`config.mk`:
```
export PLATFORM = sky130hd
export DESIGN_NAME = ats_trigger_fabric
export DESIGN_NICKNAME = d
export VERILOG_FILES = /design/src/ats_pkg.sv /design/src/ats_trigger_fabric.sv
export SDC_FILE = /design/constraint.sdc
export NUM_CORES = 1
export LEC_CHECK = 0
export BUFFER_PORTS_ARGS = -buffer_cell sky130_fd_sc_hd__buf_2
export CAP_MARGIN = 20
export CORE_AREA = 8 8 116 118
export CTS_CLUSTER_SIZE = 28
export DETAILED_ROUTE_END_ITERATION = 6
export DIE_AREA = 0 0 124 126
export GPL_TIMING_DRIVEN = 0
export PLACE_DENSITY_LB_ADDON = 0.3
export SLEW_MARGIN = 5
export SYNTH_ARGS = -nofsm -noshare
export SYNTH_HDL_FRONTEND = slang
export SYNTH_SLANG_ARGS = --single-unit
```
`constraint.sdc`:
```
create_clock -name CLK -period 1.9 [get_ports CLK]
set_clock_uncertainty 0.1 [all_clocks]
set_input_delay 0.38 -clock CLK [delete_from_list [all_inputs] [get_ports CLK]]
set_output_delay 0.38 -clock CLK [all_outputs]
set_load 0.005 [all_outputs]
```
`src/ats_pkg.sv`:
```
// constants shared by the trigger and synchronisation fabric
package ats_pkg;

	// ----------------------------------------
	// register map (byte addresses)
	// ----------------------------------------
	localparam int ATS_ADDR_W = 8;
	localparam logic [ATS_ADDR_W-1:0] ATS_CTRL_OFS = 8'h00;
	localparam logic [ATS_ADDR_W-1:0] ATS_STAT_OFS = 8'h04;
	localparam logic [ATS_ADDR_W-1:0] ATS_CNT0_OFS = 8'h08;
	localparam logic [ATS_ADDR_W-1:0] ATS_CNT1_OFS = 8'h0C;
	localparam logic [ATS_ADDR_W-1:0] ATS_MAP_END = 8'h10;

	// ----------------------------------------
	// control register layout
	// ----------------------------------------
	localparam int ATS_CTRL_W = 10;
	localparam logic [ATS_CTRL_W-1:0] ATS_CTRL_RST = 10'h000;
	localparam int ATS_EN_LSB = 0;
	localparam int ATS_FALL_LSB = 8;
	localparam int ATS_LANE0_W = 8;
	localparam int ATS_LANE1_W = 2;

	// ----------------------------------------
	// start sources of each converter
	// ----------------------------------------
	localparam int ATS_NSRC = 4;
	localparam int ATS_SRC_PIN = 0;
	localparam int ATS_SRC_CHAIN = 1;
	localparam int ATS_SRC_WG = 2;
	localparam int ATS_SRC_T0 = 3;
	localparam int ATS_NCONV = 2;

	// timer-0 match output that starts the first generator
	localparam int ATS_T0_WG_MATCH = 3;
	localparam int ATS_NT0_MATCH = 4;

	// ----------------------------------------
	// misc
	// ----------------------------------------
	localparam int ATS_CNT_W = 16;
	localparam logic [ATS_CNT_W-1:0] ATS_CNT_ONE = 16'h0001;
	localparam logic [1:0] ATS_RESP_OKAY = 2'h0;
	localparam logic [1:0] ATS_RESP_SLVERR = 2'h2;
	localparam logic [31:0] ATS_WORD_ZERO = 32'h0000_0000;

endpackage

```
`src/ats_trigger_fabric.sv`:
```
// trigger routing and start-pulse fabric for converters and generators
//
// Behaviour
// RQ1 - each converter has four start inputs; any valid one starts conversion
// RQ2 - start 0 from pin, rising or falling edge, captured in converter domain
// RQ3 - start 1 takes the other converter's end-of-conversion chain output
// RQ4 - start 2 takes generator cycle trigger, synchronised, then edge captured
// RQ5 - timer-0 match outputs drive start 3 of both converters, converter domain
// RQ6 - fourth timer-0 match drives first generator sync and update permit
// RQ7 - sync pulse cascades from each generator to the next
// RQ8 - each timer-1 match feeds the matching generator's carrier input
// RQ9 - timer-1 pause comes from an external pin, halting carrier pulses
// RQ10 - timer-0 pause is NOR of all generator cycle trigger outputs
// RQ11 - software enables pause, loads match count, enables start 3 for decimation; code has only the start 3 enables, no pause enable or match count
// RQ12 - both timers' capture inputs see the converter start pulses
// RQ13 - serves four six-channel generators, two converters, two timers
// RQ14 - signals crossing generator and converter logic need synchronisation
// RQ15 - crossings use a two-stage synchroniser and edge detect, one-cycle pulse
//
// The AXI4-Lite interface to the registers and the address map were left to the implementer.
`timescale 1ns/1ps
`default_nettype none

module ats_trigger_fabric import ats_pkg::*; #(
	parameter int N_WG = 4 // RQ13
) (
	input wire logic CLK,
	input wire logic RESET_N,
	input wire logic [ATS_ADDR_W-1:0] S_AXI_AWADDR,
	input wire logic S_AXI_AWVALID,
	output logic S_AXI_AWREADY,
	input wire logic [31:0] S_AXI_WDATA,
	input wire logic [3:0] S_AXI_WSTRB,
	input wire logic S_AXI_WVALID,
	output logic S_AXI_WREADY,
	output logic [1:0] S_AXI_BRESP,
	output logic S_AXI_BVALID,
	input wire logic S_AXI_BREADY,
	input wire logic [ATS_ADDR_W-1:0] S_AXI_ARADDR,
	input wire logic S_AXI_ARVALID,
	output logic S_AXI_ARREADY,
	output logic [31:0] S_AXI_RDATA,
	output logic [1:0] S_AXI_RRESP,
	output logic S_AXI_RVALID,
	input wire logic S_AXI_RREADY,
	input wire logic [ATS_NCONV-1:0] EXT_START_PIN,
	input wire logic [ATS_NCONV-1:0] CONV_EOC_CHAIN,
	input wire logic [N_WG-1:0] WG_CYCLE_OUT,
	input wire logic [ATS_NT0_MATCH-1:0] T0_MATCH,
	input wire logic [N_WG-1:0] T1_MATCH,
	input wire logic CARRIER_PAUSE_PIN,
	output logic [ATS_NCONV-1:0] CONV_START,
	output logic [N_WG-1:0] WG_SYNC_IN,
	output logic WG_TRANS_EN,
	output logic [N_WG-1:0] WG_CARRIER,
	output logic T0_PAUSE,
	output logic T1_PAUSE,
	output logic [ATS_NCONV-1:0] T0_CAPTURE,
	output logic [ATS_NCONV-1:0] T1_CAPTURE
);

	// ----------------------------------------
	// elaboration checks
	// ----------------------------------------
	// the cascade and carrier fan-out are sized for one to eight generators
	if (N_WG < 1 || N_WG > 8) begin : g_bad_wg
		$error("N_WG must lie between 1 and 8");
	end

	// ----------------------------------------
	// state
	// ----------------------------------------
	typedef struct packed {
		logic aw_ready;
		logic w_ready;
		logic b_valid;
		logic [1:0] b_resp;
		logic ar_ready;
		logic r_valid;
		logic [31:0] r_data;
		logic [1:0] r_resp;
		logic [ATS_ADDR_W-1:0] waddr;
		logic [31:0] wdata;
		logic [3:0] wstrb;
		logic [ATS_CTRL_W-1:0] ctrl;
		logic [ATS_NCONV-1:0] pin_s1;
		logic [ATS_NCONV-1:0] pin_s2;
		logic [ATS_NCONV-1:0] pin_prev;
		logic [ATS_NCONV-1:0] eoc_prev;
		logic wg_s1;
		logic wg_s2;
		logic wg_prev;
		logic t0_s1;
		logic t0_s2;
		logic t0_prev;
		logic [ATS_NCONV-1:0] conv_start;
		logic [ATS_NCONV*ATS_NSRC-1:0] last_src;
		logic [ATS_CNT_W-1:0] cnt0;
		logic [ATS_CNT_W-1:0] cnt1;
		logic [N_WG-1:0] wg_sync_in;
		logic wg_trans_en;
		logic [N_WG-1:0] wg_carrier;
		logic t0_pause;
		logic t1_pause;
		logic [ATS_NCONV-1:0] t0_cap;
		logic [ATS_NCONV-1:0] t1_cap;
	} ats_state_t;

	ats_state_t st_reg;
	ats_state_t st_next;
	logic [ATS_NCONV-1:0][ATS_NSRC-1:0] hit;
	logic [ATS_NCONV-1:0][ATS_NSRC-1:0] armed;

	// ----------------------------------------
	// decode helpers
	// ----------------------------------------
	function automatic logic addr_mapped(input logic [ATS_ADDR_W-1:0] a);
		return a < ATS_MAP_END;
	endfunction

	function automatic logic [31:0] rd_word(input logic [ATS_ADDR_W-1:0] a,
		input ats_state_t s);
		logic [ATS_ADDR_W-1:0] w;
		w = {a[ATS_ADDR_W-1:2], 2'h0};
		case (w)
			ATS_CTRL_OFS: rd_word = {22'h0, s.ctrl};
			ATS_STAT_OFS: rd_word = {24'h000000, s.last_src};
			ATS_CNT0_OFS: rd_word = {16'h0000, s.cnt0};
			ATS_CNT1_OFS: rd_word = {16'h0000, s.cnt1};
			default: rd_word = ATS_WORD_ZERO;
		endcase
	endfunction

	// ----------------------------------------
	// next state
	// ----------------------------------------
	always_comb begin
		st_next = st_reg;
		hit = '0;
		armed = '0;

		// converter-domain captures: two flops then edge detect
		st_next.pin_s1 = EXT_START_PIN; // RQ2
		st_next.pin_s2 = st_reg.pin_s1; // RQ15
		st_next.pin_prev = st_reg.pin_s2;
		st_next.t0_s1 = |T0_MATCH; // RQ5
		st_next.t0_s2 = st_reg.t0_s1; // RQ15
		st_next.t0_prev = st_reg.t0_s2;
		// generator cycle triggers cross into converter logic
		st_next.wg_s1 = |WG_CYCLE_OUT; // RQ4 RQ14
		st_next.wg_s2 = st_reg.wg_s1; // RQ15
		st_next.wg_prev = st_reg.wg_s2;
		// the chain is already in this domain, so only an edge detect
		st_next.eoc_prev = CONV_EOC_CHAIN;

		for (int c = 0; c < ATS_NCONV; c++) begin
			if (st_reg.ctrl[ATS_FALL_LSB + c]) begin
				hit[c][ATS_SRC_PIN] = !st_reg.pin_s2[c] && st_reg.pin_prev[c]; // RQ2
			end else begin
				hit[c][ATS_SRC_PIN] = st_reg.pin_s2[c] && !st_reg.pin_prev[c]; // RQ2
			end
			// cross-coupled: each converter follows the other one
			hit[c][ATS_SRC_CHAIN] = CONV_EOC_CHAIN[ATS_NCONV-1-c] &&
				!st_reg.eoc_prev[ATS_NCONV-1-c]; // RQ3
			hit[c][ATS_SRC_WG] = st_reg.wg_s2 && !st_reg.wg_prev; // RQ4
			hit[c][ATS_SRC_T0] = st_reg.t0_s2 && !st_reg.t0_prev; // RQ5
			armed[c] = hit[c] & st_reg.ctrl[ATS_EN_LSB + c*ATS_NSRC +: ATS_NSRC];
			st_next.conv_start[c] = |armed[c]; // RQ1
			if (|armed[c]) begin
				st_next.last_src[c*ATS_NSRC +: ATS_NSRC] = armed[c];
			end
		end

		// one count per start pulse, wraps silently
		if (st_reg.conv_start[0]) begin
			st_next.cnt0 = st_reg.cnt0 + ATS_CNT_ONE;
		end
		if (st_reg.conv_start[1]) begin
			st_next.cnt1 = st_reg.cnt1 + ATS_CNT_ONE;
		end

		// generator and timer routing, one register stage each
		st_next.wg_sync_in[0] = T0_MATCH[ATS_T0_WG_MATCH]; // RQ6
		st_next.wg_trans_en = T0_MATCH[ATS_T0_WG_MATCH]; // RQ6
		for (int g = 1; g < N_WG; g++) begin
			st_next.wg_sync_in[g] = WG_CYCLE_OUT[g-1]; // RQ7
		end
		st_next.wg_carrier = T1_MATCH; // RQ8
		st_next.t1_pause = CARRIER_PAUSE_PIN; // RQ9
		st_next.t0_pause = ~|WG_CYCLE_OUT; // RQ10 RQ11
		st_next.t0_cap = st_reg.conv_start; // RQ12
		st_next.t1_cap = st_reg.conv_start; // RQ12

		// write channel: address and data in either order
		if (S_AXI_AWVALID && st_reg.aw_ready) begin
			st_next.waddr = S_AXI_AWADDR;
			st_next.aw_ready = 1'b0;
		end
		if (S_AXI_WVALID && st_reg.w_ready) begin
			st_next.wdata = S_AXI_WDATA;
			st_next.wstrb = S_AXI_WSTRB;
			st_next.w_ready = 1'b0;
		end
		if (!st_reg.aw_ready && !st_reg.w_ready && !st_reg.b_valid) begin
			st_next.b_valid = 1'b1;
			st_next.b_resp = addr_mapped(st_reg.waddr) ?
				ATS_RESP_OKAY : ATS_RESP_SLVERR;
			if ({st_reg.waddr[ATS_ADDR_W-1:2], 2'h0} == ATS_CTRL_OFS) begin
				if (st_reg.wstrb[0]) begin
					st_next.ctrl[ATS_LANE0_W-1:0] = st_reg.wdata[ATS_LANE0_W-1:0];
				end
				if (st_reg.wstrb[1]) begin
					st_next.ctrl[ATS_CTRL_W-1:ATS_LANE0_W] =
						st_reg.wdata[ATS_LANE0_W +: ATS_LANE1_W];
				end
			end
		end
		if (st_reg.b_valid && S_AXI_BREADY) begin
			st_next.b_valid = 1'b0;
			st_next.aw_ready = 1'b1;
			st_next.w_ready = 1'b1;
		end

		// read channel: one read in flight, answered one edge later
		if (S_AXI_ARVALID && st_reg.ar_ready) begin
			st_next.ar_ready = 1'b0;
			st_next.r_valid = 1'b1;
			st_next.r_data = rd_word(S_AXI_ARADDR, st_reg);
			st_next.r_resp = addr_mapped(S_AXI_ARADDR) ?
				ATS_RESP_OKAY : ATS_RESP_SLVERR;
		end
		if (st_reg.r_valid && S_AXI_RREADY) begin
			st_next.r_valid = 1'b0;
			st_next.ar_ready = 1'b1;
		end
	end

	// ----------------------------------------
	// registers
	// ----------------------------------------
	always_ff @(posedge CLK or negedge RESET_N) begin
		if (!RESET_N) begin
			st_reg <= '0;
			st_reg.aw_ready <= 1'b1;
			st_reg.w_ready <= 1'b1;
			st_reg.ar_ready <= 1'b1;
			st_reg.ctrl <= ATS_CTRL_RST;
			// generators idle: timer-0 held paused until a cycle trigger
			st_reg.t0_pause <= 1'b1;
		end else begin
			st_reg <= st_next;
		end
	end

	// ----------------------------------------
	// outputs
	// ----------------------------------------
	assign S_AXI_AWREADY = st_reg.aw_ready;
	assign S_AXI_WREADY = st_reg.w_ready;
	assign S_AXI_BVALID = st_reg.b_valid;
	assign S_AXI_BRESP = st_reg.b_resp;
	assign S_AXI_ARREADY = st_reg.ar_ready;
	assign S_AXI_RVALID = st_reg.r_valid;
	assign S_AXI_RDATA = st_reg.r_data;
	assign S_AXI_RRESP = st_reg.r_resp;
	assign CONV_START = st_reg.conv_start;
	assign WG_SYNC_IN = st_reg.wg_sync_in;
	assign WG_TRANS_EN = st_reg.wg_trans_en;
	assign WG_CARRIER = st_reg.wg_carrier;
	assign T0_PAUSE = st_reg.t0_pause;
	assign T1_PAUSE = st_reg.t1_pause;
	assign T0_CAPTURE = st_reg.t0_cap;
	assign T1_CAPTURE = st_reg.t1_cap;

	// ----------------------------------------
	// assertions
	// ----------------------------------------
	a_start0_rise: assert property (@(posedge CLK) disable iff (!RESET_N) // RQ2
		(st_reg.ctrl[ATS_EN_LSB + ATS_SRC_PIN] && !st_reg.ctrl[ATS_FALL_LSB] &&
		$rose(EXT_START_PIN[0])) ##1
		(st_reg.ctrl[ATS_EN_LSB + ATS_SRC_PIN] && !st_reg.ctrl[ATS_FALL_LSB])[*2]
		|=> CONV_START[0])
		else $error("rising pin edge did not start converter 0");

	a_chain_cross: assert property (@(posedge CLK) disable iff (!RESET_N) // RQ3
		(st_reg.ctrl[ATS_EN_LSB + ATS_NSRC + ATS_SRC_CHAIN] &&
		$rose(CONV_EOC_CHAIN[0])) |=> CONV_START[1])
		else $error("converter 0 chain did not start converter 1");

	a_wg_start: assert property (@(posedge CLK) disable iff (!RESET_N) // RQ4
		(st_reg.ctrl[ATS_EN_LSB + ATS_NSRC + ATS_SRC_WG] &&
		$rose(|WG_CYCLE_OUT)) ##1
		st_reg.ctrl[ATS_EN_LSB + ATS_NSRC + ATS_SRC_WG][*2]
		|=> CONV_START[1])
		else $error("generator trigger did not start converter 1");

	a_t0_start: assert property (@(posedge CLK) disable iff (!RESET_N) // RQ5
		(st_reg.ctrl[ATS_EN_LSB + ATS_SRC_T0] && $rose(|T0_MATCH)) ##1
		st_reg.ctrl[ATS_EN_LSB + ATS_SRC_T0][*2] |=> CONV_START[0])
		else $error("timer-0 match did not start converter 0");

	a_no_enable: assert property (@(posedge CLK) disable iff (!RESET_N) // RQ1
		($past(st_reg.ctrl[ATS_EN_LSB +: ATS_NSRC]) == 4'h0) |-> !CONV_START[0])
		else $error("converter 0 started with all sources disabled");

	a_wg0_trigger: assert property (@(posedge CLK) disable iff (!RESET_N) // RQ6
		$rose(T0_MATCH[ATS_T0_WG_MATCH]) |=> (WG_SYNC_IN[0] && WG_TRANS_EN))
		else $error("fourth timer-0 match not routed to generator 0");

	a_trans_follow: assert property (@(posedge CLK) disable iff (!RESET_N) // RQ6
		##1 WG_TRANS_EN == $past(T0_MATCH[ATS_T0_WG_MATCH]))
		else $error("update permit does not follow the fourth match");

	a_sync_cascade: assert property (@(posedge CLK) disable iff (!RESET_N) // RQ7
		$rose(WG_CYCLE_OUT[0]) |=> WG_SYNC_IN[1])
		else $error("sync not cascaded to generator 1");

	a_carrier_route: assert property (@(posedge CLK) disable iff (!RESET_N) // RQ8
		##1 WG_CARRIER == $past(T1_MATCH))
		else $error("carrier does not follow timer-1 match");

	a_carrier_pause: assert property (@(posedge CLK) disable iff (!RESET_N) // RQ9
		$fell(CARRIER_PAUSE_PIN) |=> !T1_PAUSE)
		else $error("timer-1 pause stuck after pin release");

	a_pause_follow: assert property (@(posedge CLK) disable iff (!RESET_N) // RQ9
		##1 T1_PAUSE == $past(CARRIER_PAUSE_PIN))
		else $error("timer-1 pause does not follow the pause pin");

	a_t0_pause_nor: assert property (@(posedge CLK) disable iff (!RESET_N) // RQ10
		(|WG_CYCLE_OUT) |=> !T0_PAUSE)
		else $error("timer-0 paused while a generator trigger is high");

	a_capture_dbg: assert property (@(posedge CLK) disable iff (!RESET_N) // RQ12
		CONV_START[1] |=> (T0_CAPTURE[1] && T1_CAPTURE[1]))
		else $error("start pulse not seen on timer capture");

	a_cap_conv0: assert property (@(posedge CLK) disable iff (!RESET_N) // RQ12
		CONV_START[0] |=> (T0_CAPTURE[0] && T1_CAPTURE[0]))
		else $error("converter 0 start not seen on timer capture");

	a_start_count: assert property (@(posedge CLK) disable iff (!RESET_N) // RQ15
		CONV_START[0] |=> st_reg.cnt0 == $past(st_reg.cnt0) + ATS_CNT_ONE)
		else $error("start counter missed a pulse");

endmodule

`default_nettype wire
```
==> results.cfg, run 1 <==
[outcome]
status = complete, no violations

[grt]
antenna_found_initial = 0
grt_pass1_vias = 3565
grt_max_degree = 68
gr-total-overflow = 0
grt_usage_pct = 14.0
grt_pass1_wl_microns = 17000

[worst_hold_path]
hold_path_end = S_AXI_AWREADY
worstHoldStart = S_AXI_AWVALID
hold-path-cell-count = 2
hold_class = in -> reg

[power_and_ir_drop]
powerDensity_mw_per_mm2 = 1210
p_leak_uw = 0.00326
ir_worst_vdd_mv = 0.876

[placed_design]
placed_cells = 668
io_buffer_count = 86
place_congestion = 0.763
hpwlAfterDp_microns = 7410
pre_cts_ws_ns = -0.0568
postPlaceCellArea_sq_mm = 0.00582

[synth]
syn_inst = 417
ys_types = 37
synth-xor-area-share_pct = 5.14
synthMuxAreaShare_pct = 12.0
synth_top_family_by_area = multiplexers
yosys.area_share.adder_pct = 0.489
syn-mean-instance-area_sq_um = 12.3
yosysWarnings = 0
syn-cell-area_sq_mm = 0.00511
ys_seq_area_share_pct = 58.3
synth_seq_cells = 119
synth_compound_area_share_pct = 3.01
synthSimpleGateAreaFrac_pct = 11.6

[sta]
fmax_mhz = 588
post-route-min-period_ns = 1.70
rsz0062_at_grt = false
timing.final.crit_share_pct = 89.6
fin_ws_ns = 0.198
final-setup-viol-count = 0
hold_violations = 0
final_max_slew_viol_count = 0
relSlewSlack_pct = 63.6
tightest_slew_ns = 0.546

[floorplan]
initial_core_util_pct = 43.7
placementRows = 40
die_area_sq_mm = 0.0156
core_area_sq_mm = 0.0117
fp.dieW_microns = 124
io_pins = 134
die_h_microns = 126

[clock_tree]
numCtsBuffers = 17
path_clk_slew_ns = 0.06
post_cts.repair.setup_buffers = 0
clock_path_buffers = 2
cts-root-buf = clkbuf_16
cts_tree = built
cts_sinks = 119
htreeDepth = 4
insertion_delay_ns = 0.41

[routing]
antenna_left = 0
first_iter_violations = 188
first_pass_iters = 4
drcViolationCount = 0
wire_per_inst_microns = 14.3
drt-vias-per-instance = 4.77
vias = 3403
wl_microns = 10200

[worst_setup_path]
cp.required_ns = 2.14
crit_chain = nand3_2 -> or3_1 -> buf_6 -> nor3_1 -> xor2_1
worstReg2RegStart = st_reg[35]
arrival_ns = 1.94
r2r_end = st_reg[46]
slowest_delay_ns = 0.45
reg2reg_depth = 5
cp_max_fo = 7
path_class = reg -> reg
cp_slowest_cell = dfrtp_1
regToRegSetupSlack_ns = 0.20
critPathCaptureType = flop
start_kind = flop

[layout]
stdcell_count = 714
largest_register_ffs = 74
diodes = 0
area_growth_pct = 29.2
fin_area_sq_mm = 0.00661
layout-drive-gt1-share_pct = 38.3
finish.utilization_pct = 56.4
final_nets = 632

[flow_run]
max_cap_violations = 0
[through the flow]
stage	power, uW	hold slack, ns	TNS [ns]
floorplan	4130	-0.0156	0
detailed placement	4600	0.237	-0.424
finish	7960	0.0252	0
CTS	8040	0.0106	0
global placement	4530	0.235	-124.54
global route	8370	0.0349	0
[worst max-delay path, delay by kind of cell (launching register included)]
kind          cells  cell delay, ns
xor+xnor          1            0.17
buf+inv           1            0.15
flops             1            0.45
simple gates      3            0.75
[synth_stat cells]
cell type	n	area, sq um
a21o_1	1	7.51
a21oi_1	3	15.0
a31oi_1	1	6.26
and2_1	1	6.26
and3_1	4	25.0
and3b_1	2	17.5
and4_1	3	26.3
buf_2	1	5.00
buf_4	51	383
buf_6	1	11.3
clkbuf_1	3	11.3
conb_1	1	3.75
dfrtp_1	115	2880
dfstp_2	4	105
ha_1	2	25.0
inv_1	18	67.6
mux2_2	30	338
mux2i_1	9	90.1
mux4_1	1	26.3
mux4_2	7	158
nand2_1	46	173
nand3_1	14	70.1
nand3_2	1	10.0
nand3b_1	2	15.0
nand4_1	12	75.1
nor2_1	10	37.5
nor2b_1	2	12.5
nor3_1	6	30.0
nor3_2	2	20.0
nor3b_1	2	15.0
nor4_1	3	18.8
nor4_4	1	21.3
o21ai_0	25	125
or3_1	1	6.26
or4_1	2	15.0
xnor2_1	21	184
xor2_1	9	78.8
[cells in the final DEF, fill, tap and decap left out, types with 2 or more instances in the layout]
| cell | count |
|---|---|
| nand4_1 | 12 |
| clkbuf_8 | 2 |
| mux2i_1 | 9 |
| clkbuf_1 | 5 |
| a21oi_1 | 3 |
| dlygate4sd3_1 | 14 |
| buf_6 | 2 |
| conb_1 | 18 |
| nand3_2 | 2 |
| nor3_2 | 3 |
| nand2_1 | 46 |
| clkinvlp_4 | 4 |
| buf_2 | 86 |
| ha_1 | 2 |
| or4_1 | 2 |
| o21ai_0 | 25 |
| dfstp_2 | 4 |
| and3_1 | 4 |
| nand3_1 | 13 |
| nor3_1 | 5 |
| and3b_1 | 2 |
| nor4_1 | 3 |
| bufinv_16 | 4 |
| buf_4 | 51 |
| nor2b_1 | 2 |
| xor2_1 | 9 |
| inv_1 | 18 |
| nand3b_1 | 2 |
| mux2_2 | 30 |
| and4_1 | 3 |
| clkbuf_16 | 17 |
| clkinv_4 | 2 |
| mux4_2 | 7 |
| nor2_1 | 10 |
| dfrtp_1 | 115 |
| nor3b_1 | 2 |
| xnor2_1 | 21 |
[worst max-delay path by stage]
stage                     from              to  slack [ns]  cells after the start
2_1_floorplan  S_AXI_ARADDR[2]  S_AXI_RDATA[7]        0.24                      5
3_3_place_gp           RESET_N     st_reg[123]       -1.07                      1
3_5_place_dp      S_AXI_BVALID      st_reg[76]       -0.06                      4
4_1_cts           S_AXI_BVALID      st_reg[76]        0.10                      4
5_1_grt          CONV_START[0]      st_reg[46]        0.10                      3
6_report            st_reg[35]      st_reg[46]        0.20                      5
[power by group]
part	switching, uW	internal, uW
Sequential	398	3050
Combinational	445	693
Clock	1120	2260
Total	1960	6000
[area by class of cell]
cell class	count	area, sq um
well taps	147	184
repair buffers	101	604
multi-input cells	241	1730
flip-flops and latches	119	2980
inverters	18	67.6
clock buffers	21	460
clock inverters	11	173
fillers	1000	5100
plain buffers	56	410
[per-layer routing]
layer  vias up  global-route usage [%]  wire, microns
met1      1618                    16.3           4220
met5         -                       0              0
met3        14                    7.46           1170
met4         0                    6.09            180
met2       129                    21.0           4670
li1       1642                       -              -
[repair_timing]
item,in CTS,in global routing
gates resized for setup,1,1
hold buffers,14,0
hold endpoints to repair,62,0
endpoints found under the setup margin,8,1
[cell families after synthesis]
kind of cell             count (synthesis)
buffers and inverters                   74
XOR/XNOR                                30
AND/OR/NAND/NOR                        114
flip-flops                             119
adder cells (fa/ha/maj)                  2
other                                    1
multiplexers                            47
AO/OA/AOI/OAI                           30
No activity file was read; power rests on OpenSTA's default activity.
==> run 2, diff against run 1 <==
--- a/config.mk
+++ b/config.mk
@@ -8,6 +8,7 @@
 export BUFFER_PORTS_ARGS = -buffer_cell sky130_fd_sc_hd__buf_2
 export CAP_MARGIN = 20
 export CORE_AREA = 8 8 116 118
+export CTS_CLUSTER_DIAMETER = 60
 export CTS_CLUSTER_SIZE = 28
 export DETAILED_ROUTE_END_ITERATION = 6
 export DIE_AREA = 0 0 124 126
==> constraint.sdc (replaced) <==
create_clock -name CLK -period 2 [get_ports CLK]
set_clock_uncertainty 0.1 [all_clocks]
set_input_delay 0.4 -clock CLK [delete_from_list [all_inputs] [get_ports CLK]]
set_output_delay 0.4 -clock CLK [all_outputs]
set_load 0.005 [all_outputs]
==> run 2 against run 1 <==
  * Worst setup slack better by 0.057 ns
  * Critical endpoint is now st_reg[77]
  * Largest cell class unchanged
  * Cell count down 0.14%
  * Wire length down 0.17%
  * Count of clock-buffer cells in the layout unchanged
  * Register-to-register slack better by 0.06 ns
==> results.cfg, run 2 (same netlist as run 1, synthesis figures left out) <==
[routing]
drcViolationCount = 0
first_pass_iters = 4
wl_microns = 10200
wire_per_inst_microns = 14.3
vias = 3396
antenna_left = 0
drt-vias-per-instance = 4.76
first_iter_violations = 157

[layout]
mostFrequentLayoutCell = dfrtp_1
largest_register_ffs = 74
mostFrequentLayoutCells = 115 x dfrtp_1, 86 x buf_2, 51 x buf_4
diodes = 0
fin_area_sq_mm = 0.00659
finish.utilization_pct = 56.3
area_growth_pct = 29.0
layout-drive-gt1-share_pct = 38.2
final_nets = 631
fill_cells = 1001

[sta]
post-route-min-period_ns = 1.74
tightest_slew_ns = 0.546
timing.final.crit_share_pct = 87.2
fmax_mhz = 573
rsz0062_at_grt = false
tns_ns = 0
final-setup-viol-count = 0
relSlewSlack_pct = 63.6
hold_violations = 0
final_max_slew_viol_count = 0

[worst_setup_path]
path_class = reg -> reg
crit_end = st_reg[77]
critPathCaptureType = flop
worstReg2RegStart = S_AXI_BVALID
start_kind = flop
cp.required_ns = 2.20
cp_max_fo = 8
reg2reg_depth = 4
regToRegSetupSlack_ns = 0.26
r2r_end = st_reg[77]
crit_path_start = S_AXI_BVALID
arrival_ns = 1.94

[power_and_ir_drop]
internal_power_uw = 5700
p_comb_share_pct = 14.3
ir_worst_vdd_mv = 0.833
p_seq_share_pct = 43.3
power.switching_uw = 1860
sw_frac_of_total_pct = 24.6
clock_power_share_pct = 42.5
powerDensity_mw_per_mm2 = 1150
power_uw = 7550
p_leak_uw = 0.00325

[clock_tree]
clock_path_buffers = 2
cts_tree = built
cts-root-buf = clkbuf_16
cts_sinks = 119
insertion_delay_ns = 0.41
post_cts.repair.setup_buffers = 0
numCtsBuffers = 17
htreeDepth = 4
path_clk_slew_ns = 0.06

[flow_run]
max_cap_violations = 0

[grt]
grt_pass1_vias = 3559
gr-total-overflow = 0
grt_max_degree = 68
grt_usage_pct = 14.0
grt_pass1_wl_microns = 17000
antenna_found_initial = 0

[outcome]
status = complete, no violations

[placed_design]
place_congestion = 0.763
hpwlAfterDp_microns = 7410
io_buffer_count = 86
postPlaceCellArea_sq_mm = 0.00582

[floorplan]
core_area_sq_mm = 0.0117
die_area_sq_mm = 0.0156
die_h_microns = 126
initial_core_util_pct = 43.7
fp.dieW_microns = 124
placementRows = 40
io_pins = 134

[worst_hold_path]
hold_class = in -> reg
run 2: changes by cell type in the layout (fill, tap and decap cells not counted), sizes merged:
| cell | before | now |
|---|---|---|
| dlygate4sd3 | 14 | 13 |
run 2: repair_timing:
action	in CTS	in global routing
gates resized for setup	0	1
endpoints found under the hold margin	61	0
endpoints found under the setup margin	0	8
hold buffers	13	0
run 2: worst min-delay path by stage:
stage / start / end / slack (ns) / depth (start not counted)
after floorplan: RESET_N / CONV_START[0] / 0.004 / 0
after global placement: st_next[67] / st_next[65] / 0.24 / 0
after detailed placement: st_next[68] / st_next[66] / 0.24 / 0
after CTS: CONV_EOC_CHAIN[0] / st_reg[63] / 0.007 / 1
after global routing: CONV_EOC_CHAIN[0] / st_reg[63] / 0.003 / 1
final: CONV_EOC_CHAIN[0] / st_reg[63] / 0.02 / 1
run 2: worst max-delay path: stages, from the launching register on:
cell and delay (ns):
dfrtp_1 0.40, nor3_1 0.31, and2_1 0.24, nand3_2 0.23, mux2_2 0.34
run 2: through the flow:
step           setup slack, ns  hold slack [ns]  instances
2_1_floorplan            0.322          0.00441        434
3_3_place_gp            -0.991            0.235        667
3_5_place_dp            0.0432            0.237        668
4_1_cts                 0.0292          0.00718        713
5_1_grt                 0.0992          0.00269        713
6_report                 0.256           0.0205        713
run 2: layer usage:
| layer | GRT usage, % | wire [microns] | vias to the layer above |
|---|---|---|---|
| met3 | 7.46 | 1240 | 18 |
| met2 | 21.0 | 4650 | 133 |
| li1 | - | - | 1642 |
| met4 | 6.09 | 189 | 0 |
| met1 | 16.3 | 4140 | 1603 |
| met5 | 0 | 0 | - |
run 2: power by group through the flow:
stage | Combinational (uW) | Clock, uW | Sequential [uW]
floorplan | 751 | 0 | 3170
global placement | 1020 | 0 | 3280
detailed placement | 1070 | 0 | 3300
CTS | 1100 | 3270 | 3270
global route | 1220 | 3370 | 3350
finish | 1080 | 3210 | 3270
run 2: cell type report:
type	instances	area (sq um)	share of cell area, %
sequential	119	2980	45.2
multi-input combinational	241	1720	26.1
timing repair buffer	100	594	9.01
clock buffer	21	460	6.98
buffer	56	410	6.23
tap	147	184	2.79
clock inverter	11	173	2.62
inverter	18	67.6	1.02
